<file path="config.mk">
export PLATFORM = sky130hd
export DESIGN_NAME = strand_pick_and_latency_ctrl
export DESIGN_NICKNAME = d
export VERILOG_FILES = /design/src/strand_pick_pkg.sv /design/src/strand_pick_and_latency_ctrl.sv /design/src/strand_slot.sv /design/src/strand_group_picker.sv
export SDC_FILE = /design/constraint.sdc
export NUM_CORES = 1
export LEC_CHECK = 0
export BUFFER_PORTS_ARGS = -buffer_cell sky130_fd_sc_hd__buf_2
export CAP_MARGIN = 40
export CORE_ASPECT_RATIO = 0.9
export CORE_MARGIN = 2
export CORE_UTILIZATION = 40
export DETAILED_ROUTE_END_ITERATION = 12
export HOLD_SLACK_MARGIN = 0.03
export PLACE_DENSITY = 0.58
export SLEW_MARGIN = 20
export SYNTH_ARGS = -nofsm -noshare
export SYNTH_HDL_FRONTEND = slang
export SYNTH_SLANG_ARGS = --single-unit
</file>
<file path="constraint.sdc">
create_clock -name clk -period 10.5 [get_ports clk]
set_input_delay 2.1 -clock clk [delete_from_list [all_inputs] [get_ports clk]]
set_output_delay 2.1 -clock clk [all_outputs]
set_load 0.005 [all_outputs]
</file>
<file path="src/strand_pick_pkg.sv">
package strand_pick_pkg;

    localparam int NUM_STRANDS = 8;
    localparam int GROUP_SIZE = 4;
    localparam int NUM_GROUPS = 2;

    typedef logic [3:0] cls_t;
    typedef logic [4:0] cnt_t;

    // instruction classes, as presented by the fetch buffers
    localparam cls_t CLS_SIMPLE = 4'h0;
    localparam cls_t CLS_BRANCH = 4'h1;
    localparam cls_t CLS_CAS_ALT = 4'h2;
    localparam cls_t CLS_FGU = 4'h3;
    localparam cls_t CLS_FP_STATE = 4'h4;
    localparam cls_t CLS_LOAD = 4'h5;
    localparam cls_t CLS_LOAD_ALT = 4'h6;
    localparam cls_t CLS_WINDOW = 4'h7;
    localparam cls_t CLS_MASK_WRITE = 4'h8;
    localparam cls_t CLS_PERMUTE = 4'h9;
    localparam cls_t CLS_STORE = 4'hA;
    localparam cls_t CLS_CTI_LONG = 4'hB;
    localparam cls_t CLS_SERIAL = 4'hC;
    localparam cls_t CLS_FCMP = 4'hD;

    // minimum single-strand latencies in cycles
    localparam cnt_t LAT_SIMPLE = 5'h01;
    localparam cnt_t LAT_BR_NOT_TAKEN = 5'h01;
    localparam cnt_t LAT_BR_TAKEN = 5'h06;
    localparam cnt_t LAT_CAS_MIN = 5'h14;
    localparam cnt_t LAT_FGU = 5'h06;
    localparam cnt_t LAT_FP_STATE_MIN = 5'h01;
    localparam cnt_t LAT_LOAD = 5'h03;
    localparam cnt_t LAT_WINDOW = 5'h19;
    localparam cnt_t LAT_PERMUTE = 5'h06;
    localparam cnt_t LAT_STORE = 5'h01;
    localparam cnt_t LAT_CTI_LONG = 5'h06;
    localparam cnt_t CNT_ZERO = 5'h00;
    localparam cnt_t CNT_ONE = 5'h01;

    localparam logic SPEC_RESET = 1'b1;

    function automatic logic uses_lsu(input cls_t c);
        return c == CLS_LOAD || c == CLS_LOAD_ALT || c == CLS_STORE ||
               c == CLS_CAS_ALT || c == CLS_FP_STATE;
    endfunction

    function automatic logic uses_fgu(input cls_t c);
        return c == CLS_FGU || c == CLS_FCMP || c == CLS_PERMUTE;
    endfunction

    // countdown loaded at issue: latency less the issue cycle itself
    function automatic cnt_t hold_count(input cls_t c, input logic taken);
        cnt_t lat;
        case (c)
            CLS_BRANCH: lat = taken ? LAT_BR_TAKEN : LAT_BR_NOT_TAKEN;
            CLS_CAS_ALT: lat = LAT_CAS_MIN;
            CLS_FGU, CLS_FCMP: lat = LAT_FGU;
            CLS_FP_STATE: lat = LAT_FP_STATE_MIN;
            CLS_LOAD: lat = LAT_LOAD;
            CLS_WINDOW, CLS_MASK_WRITE: lat = LAT_WINDOW;
            CLS_PERMUTE: lat = LAT_PERMUTE;
            CLS_STORE: lat = LAT_STORE;
            CLS_CTI_LONG: lat = LAT_CTI_LONG;
            default: lat = LAT_SIMPLE;
        endcase
        return lat - CNT_ONE;
    endfunction

    // true when the strand must wait for a completion from the unit
    function automatic logic waits_done(input cls_t c, input logic spec);
        case (c)
            CLS_CTI_LONG, CLS_FP_STATE, CLS_WINDOW, CLS_SERIAL, CLS_FCMP,
            CLS_CAS_ALT, CLS_LOAD_ALT: return 1'b1;
            CLS_BRANCH, CLS_LOAD: return !spec;
            default: return 1'b0;
        endcase
    endfunction

endpackage

</file>
<file path="src/strand_pick_and_latency_ctrl.sv">
`timescale 1ns/1ps
module strand_pick_and_latency_ctrl (
    input wire logic clk,
    input wire logic rst,
    input wire logic [7:0] strand_enable,
    input wire logic [7:0] inst_valid,
    input wire logic [31:0] inst_cls,
    input wire logic [7:0] inst_taken,
    input wire logic [7:0] strand_done,
    input wire logic lsu_ctrl_we,
    input wire logic lsu_ctrl_hpriv,
    input wire logic lsu_ctrl_spec_wdata,
    output logic [1:0] issue_valid_r,
    output logic [5:0] issue_strand_r,
    output logic [7:0] issue_cls_r,
    output logic [1:0] stall_r,
    output logic lsu_busy_r,
    output logic fgu_busy_r,
    output logic [7:0] strand_avail_r,
    output logic spec_en_r
);
    localparam int NS = strand_pick_pkg::NUM_STRANDS;
    localparam int GS = strand_pick_pkg::GROUP_SIZE;
    localparam int NG = strand_pick_pkg::NUM_GROUPS;

    logic [NS-1:0] avail;
    logic [NS-1:0] req;
    logic [NS-1:0] slot_issue;
    logic [NG-1:0] cand_valid;
    logic [1:0] cand_idx [NG];
    strand_pick_pkg::cls_t cand_cls [NG];
    logic [NG-1:0] cand_lsu;
    logic [NG-1:0] cand_fgu;
    logic [NG-1:0] grant;
    logic [NG-1:0] lost;
    logic collide;
    // 0: group 0 was picked less recently than group 1
    logic older_grp_r;

    // speculation bit only changes on a hyperprivileged write
    always_ff @(posedge clk) begin
        if (rst) begin
            spec_en_r <= strand_pick_pkg::SPEC_RESET;
        end else if (lsu_ctrl_we && lsu_ctrl_hpriv) begin
            spec_en_r <= lsu_ctrl_spec_wdata;
        end
    end

    genvar s;
    generate
        for (s = 0; s < NS; s++) begin : g_slot
            assign req[s] = inst_valid[s] && avail[s];
            strand_slot u_slot (
                .clk(clk),
                .rst(rst),
                .enable(strand_enable[s]),
                .issue(slot_issue[s]),
                .cls(inst_cls[s*4 +: 4]),
                .taken(inst_taken[s]),
                .spec_en(spec_en_r),
                .done(strand_done[s]),
                .avail(avail[s])
            );
        end
    endgenerate

    genvar g;
    generate
        for (g = 0; g < NG; g++) begin : g_grp
            // strands g*GS .. g*GS+GS-1 form one thread group
            strand_group_picker u_pick (
                .clk(clk),
                .rst(rst),
                .req(req[g*GS +: GS]),
                .grant(grant[g]),
                .cand_valid(cand_valid[g]),
                .cand_idx(cand_idx[g])
            );
            assign cand_cls[g] = inst_cls[(g*GS + int'(cand_idx[g]))*4 +: 4];
            assign cand_lsu[g] = cand_valid[g] &&
                                 strand_pick_pkg::uses_lsu(cand_cls[g]);
            assign cand_fgu[g] = cand_valid[g] &&
                                 strand_pick_pkg::uses_fgu(cand_cls[g]);
        end
    endgenerate

    // one load/store and one float_graphics_unit; mixed pairs both go
    assign collide = (cand_lsu[0] && cand_lsu[1]) ||
                     (cand_fgu[0] && cand_fgu[1]);

    always_comb begin
        grant = cand_valid;
        lost = 2'h0;
        if (collide) begin
            // loser stalls this cycle and keeps its own order intact
            if (older_grp_r) begin
                grant[0] = 1'b0;
                lost[0] = 1'b1;
            end else begin
                grant[1] = 1'b0;
                lost[1] = 1'b1;
            end
        end
    end

    always_comb begin
        slot_issue = 8'h00;
        for (int k = 0; k < NG; k++) begin
            if (grant[k]) begin
                slot_issue[k*GS + int'(cand_idx[k])] = 1'b1;
            end
        end
    end

    // the group that alone issued becomes the more recent one
    always_ff @(posedge clk) begin
        if (rst) begin
            older_grp_r <= 1'b0;
        end else if (grant == 2'h1) begin
            older_grp_r <= 1'b1;
        end else if (grant == 2'h2) begin
            older_grp_r <= 1'b0;
        end
    end

    always_ff @(posedge clk) begin
        if (rst) begin
            issue_valid_r <= 2'h0;
            issue_strand_r <= 6'h00;
            issue_cls_r <= 8'h00;
        end else begin
            issue_valid_r <= grant;
            for (int k = 0; k < NG; k++) begin
                issue_strand_r[k*3 +: 3] <= 3'(k*GS + int'(cand_idx[k]));
                issue_cls_r[k*4 +: 4] <= cand_cls[k];
            end
        end
    end

    always_ff @(posedge clk) begin
        if (rst) begin
            stall_r <= 2'h0;
            lsu_busy_r <= 1'b0;
            fgu_busy_r <= 1'b0;
        end else begin
            stall_r <= lost;
            lsu_busy_r <= |(cand_lsu & grant);
            fgu_busy_r <= |(cand_fgu & grant);
        end
    end

    always_ff @(posedge clk) begin
        if (rst) begin
            strand_avail_r <= 8'h00;
        end else begin
            strand_avail_r <= avail;
        end
    end
endmodule

</file>
<file path="src/strand_slot.sv">
`timescale 1ns/1ps
module strand_slot (
    input wire logic clk,
    input wire logic rst,
    input wire logic enable,
    input wire logic issue,
    input wire strand_pick_pkg::cls_t cls,
    input wire logic taken,
    input wire logic spec_en,
    input wire logic done,
    output logic avail
);
    strand_pick_pkg::cnt_t cnt_r;
    strand_pick_pkg::cnt_t fgu_cnt_r;
    logic wait_r;

    always_ff @(posedge clk) begin
        if (rst) begin
            cnt_r <= strand_pick_pkg::CNT_ZERO;
        end else if (issue) begin
            cnt_r <= strand_pick_pkg::hold_count(cls, taken);
        end else if (cnt_r != strand_pick_pkg::CNT_ZERO) begin
            cnt_r <= cnt_r - strand_pick_pkg::CNT_ONE;
        end
    end

    // a strand never issues while waiting, so issue and done never meet
    always_ff @(posedge clk) begin
        if (rst) begin
            wait_r <= 1'b0;
        end else if (issue && strand_pick_pkg::waits_done(cls, spec_en)) begin
            wait_r <= 1'b1;
        end else if (done) begin
            wait_r <= 1'b0;
        end
    end

    // tracks this strand's last float_graphics_unit op for state sync
    always_ff @(posedge clk) begin
        if (rst) begin
            fgu_cnt_r <= strand_pick_pkg::CNT_ZERO;
        end else if (issue && strand_pick_pkg::uses_fgu(cls)) begin
            fgu_cnt_r <= strand_pick_pkg::LAT_FGU - strand_pick_pkg::CNT_ONE;
        end else if (fgu_cnt_r != strand_pick_pkg::CNT_ZERO) begin
            fgu_cnt_r <= fgu_cnt_r - strand_pick_pkg::CNT_ONE;
        end
    end

    always_comb begin
        avail = enable && !wait_r && cnt_r == strand_pick_pkg::CNT_ZERO;
        if (cls == strand_pick_pkg::CLS_FP_STATE &&
            fgu_cnt_r != strand_pick_pkg::CNT_ZERO) begin
            avail = 1'b0;
        end
    end
endmodule

</file>
<file path="src/strand_group_picker.sv">
`timescale 1ns/1ps
module strand_group_picker (
    input wire logic clk,
    input wire logic rst,
    input wire logic [3:0] req,
    input wire logic grant,
    output logic cand_valid,
    output logic [1:0] cand_idx
);
    // order_r[0] is the least recently picked strand
    logic [1:0] order_r [4];
    logic [1:0] cand_pos;

    always_comb begin
        cand_valid = 1'b0;
        cand_pos = 2'h0;
        cand_idx = 2'h0;
        for (int p = 3; p >= 0; p--) begin
            if (req[order_r[p]]) begin
                cand_valid = 1'b1;
                cand_pos = 2'(p);
                cand_idx = order_r[p];
            end
        end
    end

    always_ff @(posedge clk) begin
        if (rst) begin
            for (int i = 0; i < 4; i++) begin
                order_r[i] <= 2'(i);
            end
        end else if (grant && cand_valid) begin
            for (int i = 0; i < 4; i++) begin
                if (i >= int'(cand_pos) && i < 3) begin
                    order_r[i] <= order_r[i + 1];
                end else if (i == 3) begin
                    order_r[i] <= cand_idx;
                end
            end
        end
    end
endmodule

</file>
Word level (Yosys, flattened, before mapping) --
Memory sizes are Yosys's and may differ from the RTL's. Cells that the tools add are included.
Word-level totals: bits in registers 118, memories kept 2, RAM bits 16
Memories:
- g_grp[0].u_pick.order_r | words 4, bits a word 2, rd ports 4, clocked after memory_dff 0, write ports 4, RTL line strand_group_picker.sv:11 | logic [1:0] order_r [4];
- g_grp[1].u_pick.order_r | words 4, bits a word 2, rd ports 4, clocked after memory_dff 0, write ports 4, RTL line strand_group_picker.sv:11
Cells by class: reductions and logical operators 189, equal/unequal tests 114, add/subtract/negate cells 25, $lt $le $gt $ge 18, shift-type cells 2, multiplexer cells 197, bitwise logic cells 12
Operator list (number):
- case mux 5 bit (5 select lines) | 8
- equality test 4 bit, second input constant | 46
- two-way mux 5 bit | 32
- equality test 4 x 3 -> 1 bit, second input constant | 38
- subtractor 5 x 1 -> 5 bit, second input constant | 24
- two-way mux 1 bit | 88
- equality test 4 x 2 -> 1 bit, second input constant | 20
- nonzero test 5 bit | 16
- two-way mux 3 bit | 24
- logical AND 1 bit | 59
- OR reduction 7 bit | 8
- OR reduction 2 bit | 27
- two-way mux 2 bit | 25
- nonzero test 2 bit | 25
- logical NOT 5 bit | 8
- equality test 4 x 1 -> 1 bit, second input constant | 8
- greater-or-equal comparator 32 x 1 -> 1 bit, second input constant | 1
- less-than comparator 32 x 5 -> 1 bit, second input constant | 1
- OR reduction 4 bit | 8
- variable part select 32 x 32 -> 4 bit | 1
- variable part select 32 x 5 -> 4 bit | 1
- logical OR 1 bit | 29
- less-than comparator 2 x 3 -> 1 bit, second input constant | 8
- binary-select mux 1 bit (select 2 bit) | 8
- 17 further kinds | 44

Depth between registers and ports, before layout --
Gate-level depths: netlist of run 1.
word-level depth 29, gate-level depth with buffers 26, depth with buffers taken out 22

Cells and area by module --
Synthesis of run 1 repeated with hierarchy kept, for this count alone.
Second synthesis, totals: cells, all modules 960, area, all modules 8575.7 sq um
By module, submodules not included:
- strand_slot at g_slot[0].u_slot ... | times used 7, area an instance 728.2 sq um, seq. area each 220.2 sq um, cells an instance 88
- strand_group_picker | times used 2, area an instance 680.7 sq um, seq. area each 240.2 sq um, cells an instance 62
- strand_pick_and_latency_ctrl | times used 1, area an instance 1325.0 sq um, seq. area each 580.6 sq um, cells an instance 123
- strand_slot at g_slot[7].u_slot | times used 1, area an instance 792.0 sq um, seq. area each 220.2 sq um, cells an instance 97

Worst setup path after synthesis of run 1 --
OpenSTA, ideal clock, no wires.
path type in2reg, from input port inst_cls[16], to register g_slot[2].u_slot.cnt_r[4], cell stages on the path 22, setup slack 3.690 ns, library setup time 0.065 ns, buffers on the path 4, data arrival time 6.745 ns, path through clkbuf_1 nor4b_2 a2111oi_4 a31oi_1 o221ai_1 o21a_1 or2_1 buf_6 mux4_2 a2111o_1 nor4b_2 or3_1 buf_6 inv_2 and3_1 buf_2 a41oi_1 ha_1 o22ai_1 a221oi_1 a21oi_1 nor2_1
On the way: cells in the longest elaborated chain, start to end 25
Ends and longest elaborated chain:
- start: declaration | RTL line strand_pick_and_latency_ctrl.sv:7 | input wire logic [31:0] inst_cls,
- equality test 4 x 3 -> 1 bit | RTL line strand_slot.sv:51 | if (cls == strand_pick_pkg::CLS_FP_STATE &&
- logical AND 1 bit | RTL line strand_slot.sv:51
- two-way mux 1 bit | RTL line strand_slot.sv:51
- logical AND 1 bit | RTL line strand_pick_and_latency_ctrl.sv:52 | assign req[s] = inst_valid[s] && avail[s];
- binary-select mux 1 bit (select 2 bit) | RTL line strand_group_picker.sv:19 | if (req[order_r[p]]) begin
- two-way mux 1 bit (not written as such) | RTL line strand_group_picker.sv:19
- two-way mux 2 bit (4 in series) | RTL line strand_group_picker.sv:19
- adder 3 x 2 -> 4 bit
- [7 not listed]
- logical AND 1 bit | RTL line strand_pick_and_latency_ctrl.sv:88 | assign collide = (cand_lsu[0] && cand_lsu[1]) ||
- logical OR 1 bit * | RTL line strand_pick_and_latency_ctrl.sv:88
- two-way mux 2 bit * | RTL line strand_pick_and_latency_ctrl.sv:94 | if (collide) begin
- net g_grp[0].u_pick.grant | RTL line strand_group_picker.sv:6 | input wire logic grant,
- two-way mux 4 bit * | RTL line strand_pick_and_latency_ctrl.sv:109 | if (grant[k]) begin
- OR 8 bit (no source line)
- two-way mux 8 bit * | RTL line strand_pick_and_latency_ctrl.sv:109
- two-way mux 5 bit or nonzero test 2 bit (tied branches)
- end signal: assignment | RTL line strand_slot.sv:19 | cnt_r <= strand_pick_pkg::CNT_ZERO;
- end signal: assignment | RTL line strand_slot.sv:21 | cnt_r <= strand_pick_pkg::hold_count(cls, taken);
- end signal: assignment | RTL line strand_slot.sv:23 | cnt_r <= cnt_r - strand_pick_pkg::CNT_ONE;
- end: declaration | RTL line strand_slot.sv:13 | strand_pick_pkg::cnt_t cnt_r;
The timed path passes the listed nets; every way through them passes the cells marked *. The select of a mux whose other input is x is not followed. A chain may end at the register's enable or synchronous reset.

Final worst setup path of run 1 --
from input port inst_cls[25], to register g_slot[2].u_slot.cnt_r[4]
The elaborated chain is that of the path after synthesis.

==> results.txt, run 1 <==
Status = finished clean
Fin. Hold Viols = 0
HPWL after DPL = 17.6 mm
Initial antenna violation count = 1
Sequential power share = 0.294
Clock power share = 0.203
First-pass detailed-route iteration total = 5
TritonCTS clock tree = built
Vias in the first global route = 7408
Hold depth = 1
Post-CTS Setup Repair Bufs = 0
Post-synthesis cell area = 0.00866 mm2
DIE AREA = 0.0229 mm2
Global-route wire length before repair = 38.4 mm
Gate power share = 0.503
Antenna viol nets, final = 0
Vias = 8195
Sw power = 0.00125 W
Post-Syn Instances = 1082
Row cnt = 51
Int Power = 0.00172 W
Sequential share of the synthesized area = 0.326
Post_cts resized = 0
Critical Path Fanout Max = 14
Commonest cells after routing, fill and taps aside = 128 x nor2_1, 117 x dfxtp_1, 97 x nand2_1, 97 x buf_2, 77 x a21oi_1
Static leakage = 4.02 nW
Synth warn = 0
Hold Path Class = register to register
Sinks on Clock Net = 133
P per Cell Area = 300 mW/mm2
Synthesized flop and latch total = 133
CTS buffer count = 17
P&R area growth vs syn = 14.5%
Congestion Overflow GR = 0
Clock skew = 0.0103 ns
Final WL = 24.0 mm
RSZ-0062 raised after global routing = false
Final core utilization = 0.463
CP Capture Type = register
Final Max Slew Viols = 0
VDD IR max = 0.118 mV
Main synth FF type = dfxtp_1
Nets = 1244
Detailed-route wire length per cell = 16.5 um
ANT cells = 0
Relative max-transition margin = 0.420
Share of layout cells above drive strength 1 = 0.155
FFs w/ async S/R, synth = 0
Drt drc = 0
FMAX = 137 MHz
Post-synth EDFFs = 16
Syn_nets = 1176
H-Tree Depth = 4
Switching portion of total power = 0.422
Die W = 159 um
Req. time, crit path = 10.86 ns
GP Congestion = 0.876
Period utilization = 0.696
CTS Buffer Depth = 2
Initial core utilization = 0.404
Worst setup SP type = input pin
Largest net degree at the start of global routing = 50
GR Util All Layers = 0.209
Hold_buf cts = 0
Pwr Total = 0.00298 W
First DRT Iteration DRCs = 671
Final setup TNS = 0 ns
IO Port Bufs = 96
Syn avg cell area = 8.01 um2
Hold slack = 0.446 ns
Max Cap Viol = 0
CTS root buf = clkbuf_16
Worst-Margin Slew = 0.863 ns
Die H = 144 um
Core Region = 0.0214 mm2
CP arrival = 7.66 ns
IO Count = 98
Worst-Skew Late Latency = 0.43 ns
Average vias per placed instance = 5.64
Count of final setup violators = 0
Unique masters post-synth = 83
Kind of critical path = input pin to register
R2r worst-path depth = 21
Final min period = 7.31 ns
Reg clk slew, reported paths = 0.06 ns
Commonest non-fill, non-tap cell in the layout = nor2_1
==> power groups by stage <==
stage	clock, W	sequential, W	combinational, W
floorplan	0	0.000833	0.00119
global placement	0	0.000881	0.00147
global route	0.000640	0.000900	0.00169
detailed placement	0	0.000879	0.00148
finish	0.000605	0.000874	0.00150
CTS	0.000616	0.000871	0.00149
==> metrics by stage <==
stage               setup WS, ns  std cells  area [um2]
finish                      3.19       1454        9920
global route                2.65       1454        9920
CTS                         3.28       1454        9920
detailed placement          2.85       1422        9330
global placement            2.97       1420        9320
floorplan                   3.69       1082        8660
==> synth_stat cells, types with 8 or more instances <==
library cell,count,area (um2)
clkbuf_1,41,154
xnor2_1,23,201
ha_1,25,313
nand3_1,23,115
buf_2,9,45.0
nor2_1,128,480
xor2_1,13,114
nor3b_1,8,60.1
a31oi_1,21,131
nor2b_1,15,93.8
inv_1,56,210
o31ai_1,9,67.6
or3_1,19,119
and3_1,15,93.8
a211oi_1,15,113
dfxtp_1,117,2340
nor3_1,55,275
nand2_1,97,364
o21ai_0,46,230
o2111ai_1,8,70.1
a21oi_1,77,385
mux2i_1,21,210
a21o_1,8,60.1
nor4_1,11,68.8
o21a_1,8,60.1
and2_1,12,75.1
nand2b_1,26,163
edfxtp_1,16,480
==> kinds of logic after synthesis <==
logic type | after synthesis | share of synthesized area
AO/OA/AOI/OAI | 278 | 0.218
XOR/XNOR | 36 | 0.0364
adder cells (fa/ha/maj) | 25 | 0.0361
buffers and inverters | 112 | 0.0529
flip-flops | 133 | 0.326
multiplexers | 33 | 0.0492
other | 1 | 0.000433
AND/OR/NAND/NOR | 464 | 0.281
==> per-layer routing <==
layer  part of all wire  track usage
met3              0.066       0.0430
met4              0.018       0.0641
met2               0.43        0.319
met5            0.00054            0
met1               0.49        0.298
==> sequential cells by signal, indices dropped and copies added (netlist names) <==
name / flops
fgu_busy_r: 1
g_grp.u_pick.order_r: 16
g_slot.u_slot.cnt_r: 40
g_slot.u_slot.fgu_cnt_r: 40
g_slot.u_slot.wait_r: 8
issue_cls_r: 8
issue_strand_r: 5
issue_valid_r: 2
lsu_busy_r: 1
older_grp_r: 1
spec_en_r: 1
stall_r: 2
strand_avail_r: 8
==> critical path, stage by stage <==
cell	delay (ns)
buf_2	0.17
nor4b_2	0.50
a2111oi_0	0.19
a31oi_1	0.45
o221ai_1	0.29
o21a_1	0.30
or2_1	0.36
mux2i_1	0.25
o21ai_0	0.23
a2111o_1	0.54
nor4b_2	0.30
or3_1	0.41
inv_2	0.13
and3_1	0.33
a41oi_1	0.23
ha_1	0.26
o22ai_1	0.10
a221oi_1	0.31
a21oi_1	0.11
nor2_1	0.09
==> cell type report <==
| cell class | count | area, um2 |
|---|---|---|
| fill | 2154 | 11500 |
| clock buffer | 23 | 510 |
| multi-input combinational | 837 | 5390 |
| tap | 291 | 364 |
| timing repair buffer | 104 | 534 |
| sequential | 133 | 2820 |
| clock inverter | 9 | 87.6 |
| inverter | 57 | 214 |
==> worst paths after layout <==
kind                                     to  slack, ns                          start
setup reg to reg  g_slot[4].u_slot.cnt_r[4]       4.13  g_slot[0].u_slot.fgu_cnt_r[0]
hold / removal    g_slot[0].u_slot.cnt_r[0]       0.45      g_slot[0].u_slot.cnt_r[0]
setup / recovery  g_slot[2].u_slot.cnt_r[4]       3.19                   inst_cls[25]
hold reg to reg   g_slot[0].u_slot.cnt_r[0]       0.45      g_slot[0].u_slot.cnt_r[0]
No activity file was read; power rests on OpenSTA's default activity.
==> run 2: changes to the inputs <==
Clock period 10.5 ns to 6.9 ns, I/O delays scaled along.
==> run 2 against run 1 <==
Compared with the run above: hold slack worse by 0.015 ns; clock skew up 0.0017 ns; clock power up 69%; sequential share of layout area down 0.67 points; critical path depth up 1; cell count up 1.4%; largest cell class unchanged; clock-buffer cell count down 2; combinational power up 57%; wire length up 0.91%; non-clock buffer count up 21.
==> results.txt, run 2 (synthesis gave the netlist of run 1 again) <==
Status = finished clean
Cell area after layout = 0.0102 mm2 (+2.4%)
Worst slack, placed = 0.272 ns (-2.58 ns)
CP Capture Type = register
Die W = 159 um (unchanged)
Die H = 144 um (unchanged)
Largest net degree at the start of global routing = 56 (+12%)
Initial core utilization = 0.404 (unchanged)
Fin cells = 1475 (+1.4%)
Worst-Margin Slew = 0.789 ns (-0.0745 ns)
Final worst slack = 0.659 ns (-2.53 ns)
H-Tree Depth = 4 (unchanged)
CTS buffer count = 17 (unchanged)
Max Cap Viol = 0 (unchanged)
VDD IR max = 0.219 mV (+85%)
Sw power = 0.00192 W (+53%)
Detailed-route wire length per cell = 16.4 um (-0.53%)
Final WL = 24.2 mm (+0.91%)
IO Port Bufs = 96 (unchanged)
Switching portion of total power = 0.407 (-0.0144)
Hold Path Class = register to register
First DRT Iteration DRCs = 485 (-28%)
Vias in the first global route = 7613 (+2.8%)
DP Area = 0.00950 mm2 (+1.9%)
Critical Path Fanout Max = 14 (unchanged)
Post-CTS Setup Repair Bufs = 0 (unchanged)
Final Max Slew Viols = 0 (unchanged)
CTS Buffer Depth = 2 (unchanged)
Static leakage = 4.15 nW (+3.2%)
Count of final setup violators = 0 (unchanged)
HPWL after DPL = 18.2 mm (+3.0%)
Clock power share = 0.218 (+0.015)
R2r worst-path depth = 21 (unchanged)
Nets = 1265 (+1.7%)
Hold_buf cts = 0 (unchanged)
Gate power share = 0.500 (-0.003)
Average vias per placed instance = 5.62 (-0.23%)
Post_cts resized = 0 (unchanged)
Origin of the critical flop-to-flop path = g_slot[4].u_slot.fgu_cnt_r[0]
P per Cell Area = 463 mW/mm2 (+55%)
Sinks on Clock Net = 133 (unchanged)
Congestion Overflow GR = 0 (unchanged)
Relative max-transition margin = 0.470 (+0.0501)
Fin. Hold Viols = 0 (unchanged)
Final min period = 6.24 ns
FMAX = 160 MHz
Worst setup SP type = input pin
RSZ-0062 raised after global routing = false
First-pass detailed-route iteration total = 5 (unchanged)
Hold depth = 1 (unchanged)
Final setup TNS = 0 ns (unchanged)
Biggest regs = g_slot.u_slot.cnt_r x40, g_slot.u_slot.fgu_cnt_r x40, g_grp.u_pick.order_r x16
Kind of critical path = input pin to register
Worst-Skew Late Latency = 0.43 ns (about the same)
Min-delay src = g_slot[0].u_slot.cnt_r[0]
IO Count = 98 (unchanged)
DIE AREA = 0.0229 mm2 (unchanged)
Reg clk slew, reported paths = 0.06 ns (about the same)
Drt drc = 0 (unchanged)
CTS root buf = clkbuf_16
ANT cells = 0 (unchanged)
Period utilization = 0.904
Req. time, crit path = 7.24 ns (-3.62 ns)
Hold endpoint = g_slot[0].u_slot.cnt_r[0]
Row cnt = 51 (unchanged)
CP arrival = 6.58 ns (-1.08 ns)
Antenna viol nets, final = 0 (unchanged)
P&R area growth vs syn = 17.3%
Initial antenna violation count = 1 (unchanged)
Commonest cells after routing, fill and taps aside = 128 x nor2_1, 117 x dfxtp_1, 97 x nand2_1
Commonest non-fill, non-tap cell in the layout = nor2_1
Int Power = 0.00279 W (+62%)
GP Congestion = 0.960 (+9.5%)
Hold slack = 0.432 ns (-0.0146 ns)
Vias = 8294 (+1.2%)
Core Region = 0.0214 mm2 (unchanged)
Share of layout cells above drive strength 1 = 0.170 (+0.0150)
Global-route wire length before repair = 39.1 mm (+1.7%)
TritonCTS clock tree = built
GR Util All Layers = 0.213 (+0.00374)
Sequential power share = 0.283 (-0.011)
Reg2reg setup slack = 1.02 ns (-3.11 ns)
Dpl cells = 1443 (+1.5%)
Clock skew = 0.0120 ns (+0.00167 ns)
Worst reg2reg endpoint = g_slot[0].u_slot.cnt_r[4]
run 2: cell count changes in the layout (fill, tap and decap cells not counted), sizes merged:
cell	delta
buf	+21
bufinv	+4
inv	-3
clkbuf	-2
clkinvlp	+1
run 2: final cells by class:
type | count | area (um2)
Sequential cell | 133 | 2820
Multi-Input combinational cell | 837 | 5390
Clock inverter | 11 | 198
Inverter | 57 | 214
Tap cell | 291 | 364
Fill cell | 2123 | 11300
Timing Repair Buffer | 125 | 711
Clock buffer | 21 | 462
run 2: worst max-delay path, stage by stage:
cell and delay (ns):
buf_2 0.18, nor4b_2 0.49, a2111oi_0 0.19, a31oi_1 0.44, o221ai_1 0.30, o21a_1 0.30, or2_1 0.35, mux2i_1 0.24
o21ai_0 0.22, a2111o_1 0.53, nor4b_2 0.29, or3_1 0.24, inv_2 0.11, and3_4 0.24, a31oi_1 0.17, ha_1 0.23
nor3b_1 0.28, nor2_1 0.07, nor2_1 0.09, a21oi_1 0.05, a211oi_1 0.19
run 2: worst max-delay path by stage:
stage          cells past startpoint           from  slack, ns                         to
2_1_floorplan                     22   inst_cls[16]       0.81  g_slot[2].u_slot.cnt_r[4]
3_3_place_gp                      20  inst_valid[6]       0.27  g_slot[4].u_slot.cnt_r[4]
3_5_place_dp                      20  inst_valid[6]       0.27  g_slot[0].u_slot.cnt_r[4]
4_1_cts                           20  inst_valid[6]       0.71  g_slot[0].u_slot.cnt_r[4]
5_1_grt                           21   inst_cls[25]       0.07  g_slot[0].u_slot.cnt_r[4]
6_report                          21   inst_cls[25]       0.66  g_slot[0].u_slot.cnt_r[4]
run 2: power groups by stage:
stage | Combinational (W) | Clock, W | Sequential [W]
after floorplan | 0.00182 | 0 | 0.00127
after global placement | 0.00231 | 0 | 0.00134
after detailed placement | 0.00233 | 0 | 0.00134
after CTS | 0.00235 | 0.00104 | 0.00133
after global routing | 0.00264 | 0.00108 | 0.00137
final | 0.00235 | 0.00102 | 0.00133
run 2: layer usage:
metal,track usage,wire (um),vias up
met4,0.0455,259,2
met5,0,13,-
met3,0.0488,1450,23
met2,0.336,10700,223
li1,-,-,4133
met1,0.298,11700,3913
run 2: per-stage QoR:
stage | util | total power (W)
detailed placement | 0.443 | 0.00367
finish | 0.474 | 0.00471
CTS | 0.474 | 0.00472
global route | 0.474 | 0.00509
floorplan | - | 0.00308
global placement | 0.443 | 0.00366
